<file path="config.mk">
export PLATFORM = sky130hd
export DESIGN_NAME = adm_ctrl
export DESIGN_NICKNAME = d
export VERILOG_FILES = /design/src/design/adm_pkg.sv /design/src/design/adm_ctrl.sv /design/src/design/adm_axil_slave.sv
export VERILOG_INCLUDE_DIRS = /design/src /design/src/design
export SDC_FILE = /design/constraint.sdc
export NUM_CORES = 1
export LEC_CHECK = 0
export BUFFER_PORTS_ARGS = -buffer_cell sky130_fd_sc_hd__buf_4
export CORE_MARGIN = 2
export CORE_UTILIZATION = 30
export CTS_CLUSTER_DIAMETER = 30
export CTS_CLUSTER_SIZE = 25
export DETAILED_ROUTE_END_ITERATION = 12
export PLACE_DENSITY = 0.55
export SETUP_SLACK_MARGIN = 0.05
export SLEW_MARGIN = 25
export SYNTH_ARGS = -nofsm -noshare
export SYNTH_HDL_FRONTEND = slang
export SYNTH_HIERARCHICAL = 1
export SYNTH_SLANG_ARGS = --single-unit
</file>
<file path="constraint.sdc">
create_clock -name aclk -period 3.1 [get_ports aclk]
set_input_delay 0.31 -clock aclk [delete_from_list [all_inputs] [get_ports aclk]]
set_output_delay 0.31 -clock aclk [all_outputs]
set_load 0.1 [all_outputs]
</file>
<file path="src/design/adm_params.svh">
`ifndef ADM_PARAMS_SVH
`define ADM_PARAMS_SVH

// ----------------------------------------
// register offsets (byte addresses)
// ----------------------------------------
`define ADM_OFF_MOD0  8'h04
`define ADM_OFF_MOD1  8'h08
`define ADM_OFF_MOD2  8'h0C
`define ADM_OFF_RES   8'h30
`define ADM_OFF_RESL  8'h4C
`define ADM_OFF_PRES  8'h50
`define ADM_OFF_STAT  8'h60
`define ADM_OFF_MASK  8'h64

// ----------------------------------------
// field positions
// ----------------------------------------
`define ADM_B_NDONE   7
`define ADM_B_NBUSY   6
`define ADM_B_ITM_HI  5
`define ADM_B_ITM_LO  4
`define ADM_B_REPEAT  3
`define ADM_B_SCAN    2
`define ADM_B_START   0
`define ADM_B_VREF    7
`define ADM_B_IDLE    6
`define ADM_B_SCAN8   5
`define ADM_B_PDONE   7
`define ADM_B_PBUSY   6
`define ADM_B_PSTART  5
`define ADM_B_CH_HI   3
`define ADM_B_CH_LO   0

// ----------------------------------------
// reset values, codes and limits
// ----------------------------------------
`define ADM_RST8      8'h00
`define ADM_ITM_1     2'h0
`define ADM_ITM_4     2'h1
`define ADM_ITM_8     2'h2
`define ADM_CNT_1     3'h0
`define ADM_CNT_4     3'h3
`define ADM_CNT_8     3'h7
`define ADM_CH_MAX    4'hB
`define ADM_HP_MAX    4'hC
`define ADM_SLOTS     8
`define ADM_RESP_OK   2'h0
`define ADM_RESP_ERR  2'h2

`endif

</file>
<file path="src/design/adm_pkg.sv">
package adm_pkg;
    typedef enum logic [2:0] {
        ADM_ST_IDLE = 3'b001,
        ADM_ST_NORM = 3'b010,
        ADM_ST_PRIO = 3'b100
    } adm_state_e;
    typedef logic [9:0]  adm_res_t;
    typedef logic [7:0]  adm_addr_t;
    typedef logic [31:0] adm_word_t;
endpackage

</file>
<file path="src/design/adm_ctrl.sv">
// Functional notes
// - normal results land in eight upper/lower byte pairs, one per slot
// - top-priority result goes to its own upper/lower pair
// - one bit picks fixed or scan, another single or repeat
// - fixed repeat: done every 1, 4 or 8 conversions; code 11 refused
// - normal busy flag reads 1 while conversion runs
// - channel field: fixed input, or scan range from group base; 1100+ refused
// - priority done flag: 0 before or during, 1 after completion
// - writing 1 starts priority conversion; 0 ignored; reads 0
`timescale 1ns/1ps
`include "adm_params.svh"
module adm_ctrl (
    // clock and reset
    input  wire logic               aclk,
    input  wire logic               aresetn,
    // axi4-lite write
    input  wire logic               awvalid,
    output logic                    awready,
    input  wire adm_pkg::adm_addr_t awaddr,
    input  wire logic               wvalid,
    output logic                    wready,
    input  wire adm_pkg::adm_word_t wdata,
    input  wire logic [3:0]         wstrb,
    output logic                    bvalid,
    input  wire logic               bready,
    output logic [1:0]              bresp,
    // axi4-lite read
    input  wire logic               arvalid,
    output logic                    arready,
    input  wire adm_pkg::adm_addr_t araddr,
    output logic                    rvalid,
    input  wire logic               rready,
    output adm_pkg::adm_word_t      rdata,
    output logic [1:0]              rresp,
    // converter core
    output logic                    conv_start_r,
    output logic [3:0]              conv_channel_r,
    input  wire logic               conv_done,
    input  wire adm_pkg::adm_res_t  conv_result,
    output logic                    ref_enable,
    output logic                    idle_operation,
    // interrupt
    output logic                    irq_r
);
    import adm_pkg::*;

    // ------------------------------------
    // declarations
    // ------------------------------------
    logic        wr_en;
    adm_addr_t   wr_addr;
    adm_word_t   wr_data;
    logic [3:0]  wr_strb;
    logic        wr_hit;
    logic        rd_en;
    adm_word_t   rd_data;
    logic        rd_hit;
    adm_state_e  st_r;
    // mode fields
    logic        scan_r;
    logic        repeat_r;
    logic [1:0]  itm_r;
    logic [3:0]  adch_r;
    logic        scan8_r;
    logic        vref_r;
    logic        idle_r;
    logic [3:0]  hpch_r;
    // sequencing state
    logic        start_pend_r;
    logic        normal_busy_r;
    logic        normal_done_r;
    logic [3:0]  seq_ch_r;
    logic [2:0]  cnt_r;
    logic        prio_pend_r;
    logic        prio_busy_r;
    logic        prio_done_r;
    adm_res_t    res_r [`ADM_SLOTS];
    adm_res_t    prio_res_r;
    logic [1:0]  stat_r;
    logic [1:0]  mask_r;
    // decode and helpers
    logic        wr_mod0;
    logic        wr_mod1;
    logic        wr_mod2;
    logic        wr_mask;
    logic        rd_mod0;
    logic        rd_stat;
    logic [3:0]  base_ch;
    logic        seq_last;
    logic        fixed_rep;
    logic [2:0]  cnt_top;
    logic        cnt_last;
    logic        norm_end;
    logic        prio_end;
    logic        norm_set;
    logic [2:0]  norm_slot;
    logic        mode_ok;
    logic        res_sel;
    adm_addr_t   rd_off;
    adm_res_t    rd_res;

    // ------------------------------------
    // bus slave
    // ------------------------------------
    adm_axil_slave u_bus (
        .aclk    (aclk),
        .aresetn (aresetn),
        .awvalid (awvalid),
        .awready (awready),
        .awaddr  (awaddr),
        .wvalid  (wvalid),
        .wready  (wready),
        .wdata   (wdata),
        .wstrb   (wstrb),
        .bvalid  (bvalid),
        .bready  (bready),
        .bresp   (bresp),
        .arvalid (arvalid),
        .arready (arready),
        .rvalid  (rvalid),
        .rready  (rready),
        .rdata   (rdata),
        .rresp   (rresp),
        .wr_en   (wr_en),
        .wr_addr (wr_addr),
        .wr_data (wr_data),
        .wr_strb (wr_strb),
        .wr_hit  (wr_hit),
        .rd_en   (rd_en),
        .rd_data (rd_data),
        .rd_hit  (rd_hit)
    );

    // write decode; only byte lane 0 carries register bits
    assign wr_mod0 = wr_en && wr_strb[0] && wr_addr == `ADM_OFF_MOD0;
    assign wr_mod1 = wr_en && wr_strb[0] && wr_addr == `ADM_OFF_MOD1;
    assign wr_mod2 = wr_en && wr_strb[0] && wr_addr == `ADM_OFF_MOD2;
    assign wr_mask = wr_en && wr_strb[0] && wr_addr == `ADM_OFF_MASK;
    assign wr_hit  = wr_addr == `ADM_OFF_MOD0 || wr_addr == `ADM_OFF_MOD1
                  || wr_addr == `ADM_OFF_MOD2 || wr_addr == `ADM_OFF_MASK;
    assign rd_mod0 = rd_en && araddr == `ADM_OFF_MOD0;
    assign rd_stat = rd_en && araddr == `ADM_OFF_STAT;

    // ------------------------------------
    // sequencing helpers
    // ------------------------------------
    // scan group base: 0/4/8 in 4-wide scan, 0/8 in 8-wide scan
    assign base_ch   = scan8_r ? {adch_r[3], 3'h0} : {adch_r[3:2], 2'h0};
    assign seq_last  = seq_ch_r == adch_r;
    assign fixed_rep = !scan_r && repeat_r;
    assign cnt_top   = itm_r == `ADM_ITM_4 ? `ADM_CNT_4 :
                       itm_r == `ADM_ITM_8 ? `ADM_CNT_8 : `ADM_CNT_1;
    assign cnt_last  = cnt_r == cnt_top;
    assign norm_end  = st_r == ADM_ST_NORM && conv_done;
    assign prio_end  = st_r == ADM_ST_PRIO && conv_done;
    // completion point: end of scan pass, interval, or single shot
    assign norm_set  = norm_end && (scan_r ? seq_last :
                       (repeat_r ? cnt_last : 1'b1));
    assign norm_slot = fixed_rep ? cnt_r : seq_ch_r[2:0];
    // prohibited channel codes and interval code refuse the start
    assign mode_ok   = adch_r <= `ADM_CH_MAX
                    && !(fixed_rep && itm_r > `ADM_ITM_8);

    // ------------------------------------
    // mode registers
    // ------------------------------------
    // mode fields take effect on the write itself
    always_ff @(posedge aclk) begin
        if (!aresetn) begin
            scan_r   <= 1'b0;
            repeat_r <= 1'b0;
            itm_r    <= `ADM_ITM_1;
        end else if (wr_mod0) begin
            scan_r   <= wr_data[`ADM_B_SCAN];
            repeat_r <= wr_data[`ADM_B_REPEAT];
            itm_r    <= wr_data[`ADM_B_ITM_HI:`ADM_B_ITM_LO];
        end
    end

    // reference, idle and channel selection
    always_ff @(posedge aclk) begin
        if (!aresetn) begin
            vref_r  <= 1'b0;
            idle_r  <= 1'b0;
            scan8_r <= 1'b0;
            adch_r  <= '0;
        end else if (wr_mod1) begin
            vref_r  <= wr_data[`ADM_B_VREF];
            idle_r  <= wr_data[`ADM_B_IDLE];
            scan8_r <= wr_data[`ADM_B_SCAN8];
            adch_r  <= wr_data[`ADM_B_CH_HI:`ADM_B_CH_LO];
        end
    end

    // priority channel and interrupt mask
    always_ff @(posedge aclk) begin
        if (!aresetn) begin
            hpch_r <= '0;
            mask_r <= '0;
        end else begin
            if (wr_mod2)
                hpch_r <= wr_data[`ADM_B_CH_HI:`ADM_B_CH_LO];
            if (wr_mask)
                mask_r <= wr_data[1:0];
        end
    end

    assign ref_enable     = vref_r;
    assign idle_operation = idle_r;

    // ------------------------------------
    // normal conversion control
    // ------------------------------------
    // start launches a cycle after the write so that mode fields written
    // in the same word are already in place
    always_ff @(posedge aclk) begin
        if (!aresetn) begin
            start_pend_r  <= 1'b0;
            normal_busy_r <= 1'b0;
            seq_ch_r      <= '0;
            cnt_r         <= '0;
        end else if (start_pend_r) begin
            start_pend_r  <= 1'b0;
            normal_busy_r <= mode_ok;
            seq_ch_r      <= scan_r ? base_ch : adch_r;
            cnt_r         <= '0;
        end else if (wr_mod0 && wr_data[`ADM_B_START] && !normal_busy_r) begin
            start_pend_r  <= 1'b1;
        end else if (norm_end) begin
            if (scan_r) begin
                seq_ch_r <= seq_last ? base_ch : seq_ch_r + 4'h1;
                if (seq_last && !repeat_r)
                    normal_busy_r <= 1'b0;
            end else if (repeat_r) begin
                cnt_r <= cnt_last ? `ADM_CNT_1 : cnt_r + 3'h1;
            end else begin
                normal_busy_r <= 1'b0;
            end
        end
    end

    // done flag: completion wins over a clearing read
    always_ff @(posedge aclk) begin
        if (!aresetn)
            normal_done_r <= 1'b0;
        else if (norm_set)
            normal_done_r <= 1'b1;
        else if (start_pend_r || rd_mod0)
            normal_done_r <= 1'b0;
    end

    // ------------------------------------
    // top-priority conversion control
    // ------------------------------------
    // a priority request waits only for the conversion in flight
    always_ff @(posedge aclk) begin
        if (!aresetn) begin
            prio_pend_r <= 1'b0;
            prio_busy_r <= 1'b0;
            prio_done_r <= 1'b0;
        end else if (wr_mod2 && wr_data[`ADM_B_PSTART] && !prio_busy_r
                     && wr_data[`ADM_B_CH_HI:`ADM_B_CH_LO] <= `ADM_HP_MAX) begin
            prio_pend_r <= 1'b1;
            prio_busy_r <= 1'b1;
            prio_done_r <= 1'b0;
        end else if (prio_end) begin
            prio_busy_r <= 1'b0;
            prio_done_r <= 1'b1;
        end else if (st_r == ADM_ST_IDLE && prio_pend_r) begin
            prio_pend_r <= 1'b0;
        end
    end

    // ------------------------------------
    // converter sequencer
    // ------------------------------------
    // one conversion at a time; priority goes first at each gap
    always_ff @(posedge aclk) begin
        if (!aresetn) begin
            st_r           <= ADM_ST_IDLE;
            conv_start_r   <= 1'b0;
            conv_channel_r <= '0;
        end else begin
            conv_start_r <= 1'b0;
            case (st_r)
                ADM_ST_IDLE: begin
                    if (prio_pend_r) begin
                        st_r           <= ADM_ST_PRIO;
                        conv_start_r   <= 1'b1;
                        conv_channel_r <= hpch_r;
                    end else if (normal_busy_r && !start_pend_r) begin
                        st_r           <= ADM_ST_NORM;
                        conv_start_r   <= 1'b1;
                        conv_channel_r <= seq_ch_r;
                    end
                end
                ADM_ST_NORM, ADM_ST_PRIO: begin
                    if (conv_done)
                        st_r <= ADM_ST_IDLE;
                end
                default: st_r <= ADM_ST_IDLE;
            endcase
        end
    end

    // ------------------------------------
    // result storage
    // ------------------------------------
    for (genvar i = 0; i < `ADM_SLOTS; i++) begin : g_slot
        always_ff @(posedge aclk) begin
            if (!aresetn)
                res_r[i] <= '0;
            else if (norm_end && norm_slot == 3'(i))
                res_r[i] <= conv_result;
        end
    end

    // kept apart so a priority result never overwrites a slot
    always_ff @(posedge aclk) begin
        if (!aresetn)
            prio_res_r <= '0;
        else if (prio_end)
            prio_res_r <= conv_result;
    end

    // ------------------------------------
    // interrupt status and output
    // ------------------------------------
    // sticky events, cleared by reading; a new event beats the clear
    always_ff @(posedge aclk) begin
        if (!aresetn)
            stat_r <= '0;
        else
            stat_r <= {prio_end, norm_set} | (rd_stat ? 2'h0 : stat_r);
    end

    always_ff @(posedge aclk) begin
        if (!aresetn)
            irq_r <= 1'b0;
        else
            irq_r <= |(stat_r & mask_r);
    end

    // ------------------------------------
    // read mux
    // ------------------------------------
    assign rd_off  = araddr - `ADM_OFF_RES;
    assign res_sel = araddr >= `ADM_OFF_RES && araddr <= `ADM_OFF_RESL
                  && araddr[1:0] == 2'h0;
    assign rd_res  = araddr == `ADM_OFF_PRES ? prio_res_r : res_r[rd_off[4:2]];

    // start bits and reserved bits always read zero
    always_comb begin
        rd_data = '0;
        rd_hit  = 1'b1;
        case (araddr)
            `ADM_OFF_MOD0: begin
                rd_data[`ADM_B_NDONE]  = normal_done_r;
                rd_data[`ADM_B_NBUSY]  = normal_busy_r;
                rd_data[`ADM_B_ITM_HI:`ADM_B_ITM_LO] = itm_r;
                rd_data[`ADM_B_REPEAT] = repeat_r;
                rd_data[`ADM_B_SCAN]   = scan_r;
            end
            `ADM_OFF_MOD1: begin
                rd_data[`ADM_B_VREF]  = vref_r;
                rd_data[`ADM_B_IDLE]  = idle_r;
                rd_data[`ADM_B_SCAN8] = scan8_r;
                rd_data[`ADM_B_CH_HI:`ADM_B_CH_LO] = adch_r;
            end
            `ADM_OFF_MOD2: begin
                rd_data[`ADM_B_PDONE] = prio_done_r;
                rd_data[`ADM_B_PBUSY] = prio_busy_r;
                rd_data[`ADM_B_CH_HI:`ADM_B_CH_LO] = hpch_r;
            end
            `ADM_OFF_STAT: rd_data[1:0] = stat_r;
            `ADM_OFF_MASK: rd_data[1:0] = mask_r;
            default: begin
                // lower byte holds the two low bits, upper the eight high
                if (res_sel || araddr == `ADM_OFF_PRES)
                    rd_data[15:0] = {rd_res[9:2], rd_res[1:0], 6'h00};
                else
                    rd_hit = 1'b0;
            end
        endcase
    end
endmodule

</file>
<file path="src/design/adm_axil_slave.sv">
`timescale 1ns/1ps
`include "adm_params.svh"
module adm_axil_slave (
    // clock and reset
    input  wire logic              aclk,
    input  wire logic              aresetn,
    // write channels
    input  wire logic              awvalid,
    output logic                   awready,
    input  wire adm_pkg::adm_addr_t awaddr,
    input  wire logic              wvalid,
    output logic                   wready,
    input  wire adm_pkg::adm_word_t wdata,
    input  wire logic [3:0]        wstrb,
    output logic                   bvalid,
    input  wire logic              bready,
    output logic [1:0]             bresp,
    // read channels
    input  wire logic              arvalid,
    output logic                   arready,
    output logic                   rvalid,
    input  wire logic              rready,
    output adm_pkg::adm_word_t     rdata,
    output logic [1:0]             rresp,
    // register file side
    output logic                   wr_en,
    output adm_pkg::adm_addr_t     wr_addr,
    output adm_pkg::adm_word_t     wr_data,
    output logic [3:0]             wr_strb,
    input  wire logic              wr_hit,
    output logic                   rd_en,
    input  wire adm_pkg::adm_word_t rd_data,
    input  wire logic              rd_hit
);
    import adm_pkg::*;

    logic aw_got_r;
    logic w_got_r;

    // write strobe once both halves are held, one per response
    assign wr_en = aw_got_r & w_got_r & ~bvalid;
    assign rd_en = arvalid & arready;

    // address channel: hold address until the response is taken
    always_ff @(posedge aclk) begin
        if (!aresetn) begin
            awready  <= 1'b1;
            aw_got_r <= 1'b0;
            wr_addr  <= '0;
        end else if (awvalid && awready) begin
            awready  <= 1'b0;
            aw_got_r <= 1'b1;
            wr_addr  <= awaddr;
        end else if (bvalid && bready) begin
            awready  <= 1'b1;
            aw_got_r <= 1'b0;
        end
    end

    // data channel, independent of address order
    always_ff @(posedge aclk) begin
        if (!aresetn) begin
            wready  <= 1'b1;
            w_got_r <= 1'b0;
            wr_data <= '0;
            wr_strb <= '0;
        end else if (wvalid && wready) begin
            wready  <= 1'b0;
            w_got_r <= 1'b1;
            wr_data <= wdata;
            wr_strb <= wstrb;
        end else if (bvalid && bready) begin
            wready  <= 1'b1;
            w_got_r <= 1'b0;
        end
    end

    // write response
    always_ff @(posedge aclk) begin
        if (!aresetn) begin
            bvalid <= 1'b0;
            bresp  <= `ADM_RESP_OK;
        end else if (wr_en) begin
            bvalid <= 1'b1;
            bresp  <= wr_hit ? `ADM_RESP_OK : `ADM_RESP_ERR;
        end else if (bready) begin
            bvalid <= 1'b0;
        end
    end

    // read: data captured at the address handshake
    always_ff @(posedge aclk) begin
        if (!aresetn) begin
            arready <= 1'b1;
            rvalid  <= 1'b0;
            rdata   <= '0;
            rresp   <= `ADM_RESP_OK;
        end else if (rd_en) begin
            arready <= 1'b0;
            rvalid  <= 1'b1;
            rdata   <= rd_data;
            rresp   <= rd_hit ? `ADM_RESP_OK : `ADM_RESP_ERR;
        end else if (rvalid && rready) begin
            arready <= 1'b1;
            rvalid  <= 1'b0;
        end
    end
endmodule

</file>
# Word level (Yosys, flattened, before mapping)
# Memories as Yosys holds them, arrays and structs flattened.
# Cells that the tools add are included.
# word_totals
ff_bits	95
mem_bits_rw	80
input_bits	70
output_inout_bits	49
mem_count	1
# memory_table
name	depth	word_bits	read_ports	rd_ports_with_merged_regs	write_ports	line_no	text
res_r	8	10	1	0	8	adm_ctrl.sv:77	adm_res_t res_r [`ADM_SLOTS];
# classes
add_sub_neg	3
magnitude_cmp	5
eq_ne	30
muxes	93
bitwise_logic	17
reduce_logical	73
# ops
cell	n
10-bit 2-to-1 mux	9
1-bit 2-to-1 mux	57
1-bit logical AND	35
8-bit by 4-bit equality test with 1-bit output (second input constant)	4
8-bit by 7-bit equality test with 1-bit output (second input constant)	4
4-bit 2-to-1 mux	7
3-bit 2-to-1 mux	9
2-bit nonzero test	10
8-bit by 3-bit equality test with 1-bit output (second input constant)	2
16-bit 2-to-1 mux	1
2-bit case mux with 4 select lines	2
3-bit equality test (second input constant)	5
2-bit case mux with 5 select lines	1
2-bit OR reduction	5
3-bit by 2-bit equality test with 1-bit output (second input constant)	3
8-bit by 6-bit >= comparator with 1-bit output (second input constant)	1
4-bit less-or-equal comparator (second input constant)	2
8-bit by 7-bit less-or-equal comparator with 1-bit output (second input constant)	1
8-bit 2-to-1 mux	1
1-bit OR	8
2-bit AND reduction	4
4-bit AND reduction	2
3-bit by 1-bit equality test with 1-bit output (second input constant)	2
1-bit zero test	6
27 further kinds	40

# Longest topological paths before layout
# depth
word_depth	9
mapped_depth	10

# Cells and area by module
# Netlist, hierarchy kept.
# by_module_without_submodules
module	instances	cells_each	area_per_inst_um2
adm_ctrl	1	556	6317.3
adm_axil_slave	1	382	3711.1

# Worst setup path before layout
# OpenSTA, ideal clock, no wires.
# synth_timing
path_kind	register -> register
startpoint	register u_bus.bvalid
endpoint	register cnt_r[2]
arrival_time_ps	2558
required_time_ps	3030
setup_slack_ps	472
stages_incl_launch_ff	7
n_path_buf	0
cell_sequence	dfxtp_1 -> and3b_1 -> and4bb_2 -> nand4_1 -> nand3_1 -> or4b_2 -> a21oi_1
# synth_via
elab_chain_len	8
# synth_rtl
item	line_no	text
from (decl)	adm_axil_slave.sv:15	output logic bvalid,
from (signal assigned)	adm_axil_slave.sv:81	bvalid <= 1'b0;
from (signal assigned)	adm_axil_slave.sv:84	bvalid <= 1'b1;
from (signal assigned)	adm_axil_slave.sv:87	bvalid <= 1'b0;
1-bit NOT	adm_axil_slave.sv:41	assign wr_en = aw_got_r & w_got_r & ~bvalid;
1-bit AND	adm_axil_slave.sv:41	
via wr_en	adm_ctrl.sv:50	logic wr_en;
1-bit logical AND	adm_ctrl.sv:135	assign wr_mod0 = wr_en && wr_strb[0] && wr_addr == `ADM_OFF_MOD0;
1-bit logical AND (no line)	n/a	
1-bit logical AND (2 in a row)	adm_ctrl.sv:227	end else if (wr_mod0 && wr_data[`ADM_B_START] && !normal_busy_r) begin
1-bit NOT (no line)	n/a	
4-bit AND reduction (no line)	n/a	
to (signal assigned)	adm_ctrl.sv:235	cnt_r <= cnt_last ? `ADM_CNT_1 : cnt_r + 3'h1;
to (decl)	adm_ctrl.sv:73	logic [2:0] cnt_r;
# The timed path passes the listed nets, and every way through them passes these cells.
# A chain may end at the register's enable or synchronous reset.

==> flow_metrics.env <==
export IMPL_cts_hold_buffers_added=0
export IMPL_r2r_setup_slack_ps=860
export IMPL_ctsHtreeMaxLevel=4
export IMPL_crit_slowest_cell="nor2_1"
export IMPL_hold_class="input pin to flip-flop"
export IMPL_swShare_pct=27.76
export IMPL_synth_area_um2=8899
export IMPL_numPortBuffers=89
export IMPL_max_slew_margin_pct=38.69
export IMPL_status="completed"
export IMPL_cts_buffers=17
export IMPL_critPathTopFamily="simple AND/OR/NAND/NOR gates"
export IMPL_rows=63
export IMPL_hpwl_um=14370
export IMPL_avgSynthCellArea_um2=10.80
export IMPL_drc_errors=0
export IMPL_die_h_um=176.2
export IMPL_setup_tns_ps=0
export IMPL_hold_viol_final=0
export IMPL_drt_initial_drc_count=476
export IMPL_p_leak_nw=4.054
export IMPL_first_pass_iters=4
export IMPL_max_stage_delay_ps=620
export IMPL_cts_resized=0
export IMPL_seqPwrFrac_pct=48.7
export IMPL_grt_pass1_vias=5990
export IMPL_syn_to_final_growth_pct=17.90
export IMPL_p_clk_share_pct=41.8
export IMPL_wirelength_um=21250
export IMPL_pin_count=119
export IMPL_gr_total_overflow=0
export IMPL_pwr_share_comb_pct=9.5
export IMPL_path_clk_slew_ps=80
export IMPL_cts_tree="done"
export IMPL_cp_end_kind="flip-flop"
export IMPL_via_per_inst=4.754
export IMPL_maxCapViolCount=0
export IMPL_min_from="awaddr[1]"
export IMPL_crit_buf_inv=0
export IMPL_antenna_found_initial=0
export IMPL_r2r_start="scan_r"
export IMPL_clock_sinks=189
export IMPL_cts_setup_buffers=0
export IMPL_drv_slew=0
export IMPL_finalCriticalPeriod_ps=2237
export IMPL_crit_chain="nand2b_1 > mux2i_1 > nand3_1 > nor2_1 > and2_1"
export IMPL_ir_drop_mv=0.3624
export IMPL_synth_cells=824
export IMPL_crit_required_ps=3400
export IMPL_finalCritPeriodShare_pct=72.15
export IMPL_crit_start="scan_r"
export IMPL_fin_util_pct=35.68
export IMPL_ant_nets=0
export IMPL_path_max_fanout=10
export IMPL_nNetsFinal=974
export IMPL_clock_path_buffers=2
export IMPL_powerDensity_nw_per_um2=529.0
export IMPL_clk_latency_ps=450
export IMPL_clock_fmax_ghz=0.4471
export IMPL_initial_core_util_pct=30.27
export IMPL_power_internal_mw=4.009
export IMPL_diodes=0
export IMPL_vias=6194
export IMPL_grt_pass1_wl_um=33820
export IMPL_core_um2=29400
export IMPL_die_width_um=176.2
export IMPL_worstMarginPinSlew_ps=918.3
export IMPL_setup_viol=0
export IMPL_critPathLaunchType="flip-flop"
export IMPL_power_switching_mw=1.540
export IMPL_path_class="flip-flop to flip-flop"
export IMPL_synth_warnings=6
export IMPL_r2r_cells=5
export IMPL_holdPathStages=3
export IMPL_layout_drive_gt1_share_pct=22.34
export IMPL_grt_setup_unrepaired="no"
export IMPL_grt_max_degree=51
export IMPL_wire_per_inst_um=16.31
export IMPL_fin_worst_skew_ps=22.33
export IMPL_die_area_um2=31060
export IMPL_grt_usage_pct=13.90
export IMPL_crit_arrival_ps=2540
export IMPL_clockRootBuffer="clkbuf_16"
export IMPL_place_congestion=0.7557
export IMPL_r2r_end="res_r[4][0]"
export IMPL_holdPathEnd="u_bus/wr_addr[1]"
layout by cell type (no fill, tap or decap), types with 4 or more instances in the layout:
| master | instances |
|---|---|
| dfxtp_1 | 108 |
| edfxtp_1 | 80 |
| and2_1 | 82 |
| nor2_1 | 62 |
| o21ai_0 | 18 |
| clkbuf_16 | 17 |
| mux2i_1 | 36 |
| a31oi_1 | 5 |
| a211oi_1 | 12 |
| conb_1 | 18 |
| a21oi_1 | 73 |
| nor3_1 | 9 |
| o21a_1 | 5 |
| inv_8 | 4 |
| a21bo_1 | 24 |
| o211a_1 | 5 |
| a22oi_1 | 5 |
| mux4_2 | 20 |
| nand3_1 | 58 |
| mux2_2 | 6 |
| a21bo_2 | 25 |
| nand2_1 | 40 |
| buf_4 | 107 |
| ha_1 | 4 |
| o22ai_1 | 6 |
| nor2b_1 | 8 |
| inv_1 | 10 |
| xor2_1 | 5 |
layout make-up:
cell class	instances	area (µm²)
clock buffers	17	425.4
clock inverters	15	198.9
fillers	2929	18910
inverters	11	41.29
multi-input cells	574	3949
flip-flops and latches	189	4586
well taps	390	488.0
repair buffers	107	803.3
worst max-delay path by stage:
| stage | slack, ps | endpoint | depth (start not counted) |
|---|---|---|---|
| finish | 860 | res_r[4][0] | 5 |
| detailed placement | 860 | res_r[4][1] | 5 |
| global placement | 900 | prio_done_r | 6 |
| global route | 610 | res_r[4][0] | 5 |
| CTS | 850 | res_r[4][1] | 5 |
| floorplan | 470 | cnt_r[2] | 6 |
power by group through the flow:
stage / Sequential [mW] / Combinational, mW / Clock (mW)
2_1_floorplan: 2.88 / 0.274 / 0
3_3_place_gp: 2.76 / 0.529 / 0
3_5_place_dp: 2.76 / 0.533 / 0
4_1_cts: 2.71 / 0.534 / 2.36
5_1_grt: 2.72 / 0.567 / 2.45
6_report: 2.71 / 0.527 / 2.32
per-layer routing:
metal  share of wire [%]  wire, µm  global-route usage, %
met1                  49     10320                  19.51
met2                  46      9700                  21.75
met3                 5.0      1055                  2.842
met4                0.78       165                  3.857
met5                   0         0                      0
tightest hold or removal path: stages:
cell	delay [ps]
buf_4	110
nand3_1	50
a21oi_1	50
sequential cells by signal (all words and copies together) (netlist names), 2 cells and up:
register,cells
hpch_r,4
cnt_r,3
conv_channel_r,4
prio_res_r,10
seq_ch_r,4
mask_r,2
st_r,3
u_bus/rdata,32
adch_r,4
u_bus/wr_addr,8
itm_r,2
stat_r,2
res_r,80
u_bus/wr_data,8
per-stage QoR:
stage          total power, mW  hold WS (ps)  cells  cell area (µm²)  setup WS (ps)
2_1_floorplan            3.157         433.2    840             8959          472.3
3_3_place_gp             3.291         440.8   1271             9867          901.2
3_5_place_dp             3.297         443.7   1271             9867          859.8
4_1_cts                  5.603         103.0   1303            10490          848.8
5_1_grt                  5.730         110.8   1303            10490          612.7
6_report                 5.550         132.4   1303            10490          863.5
Power figures use the tool's default switching activity.
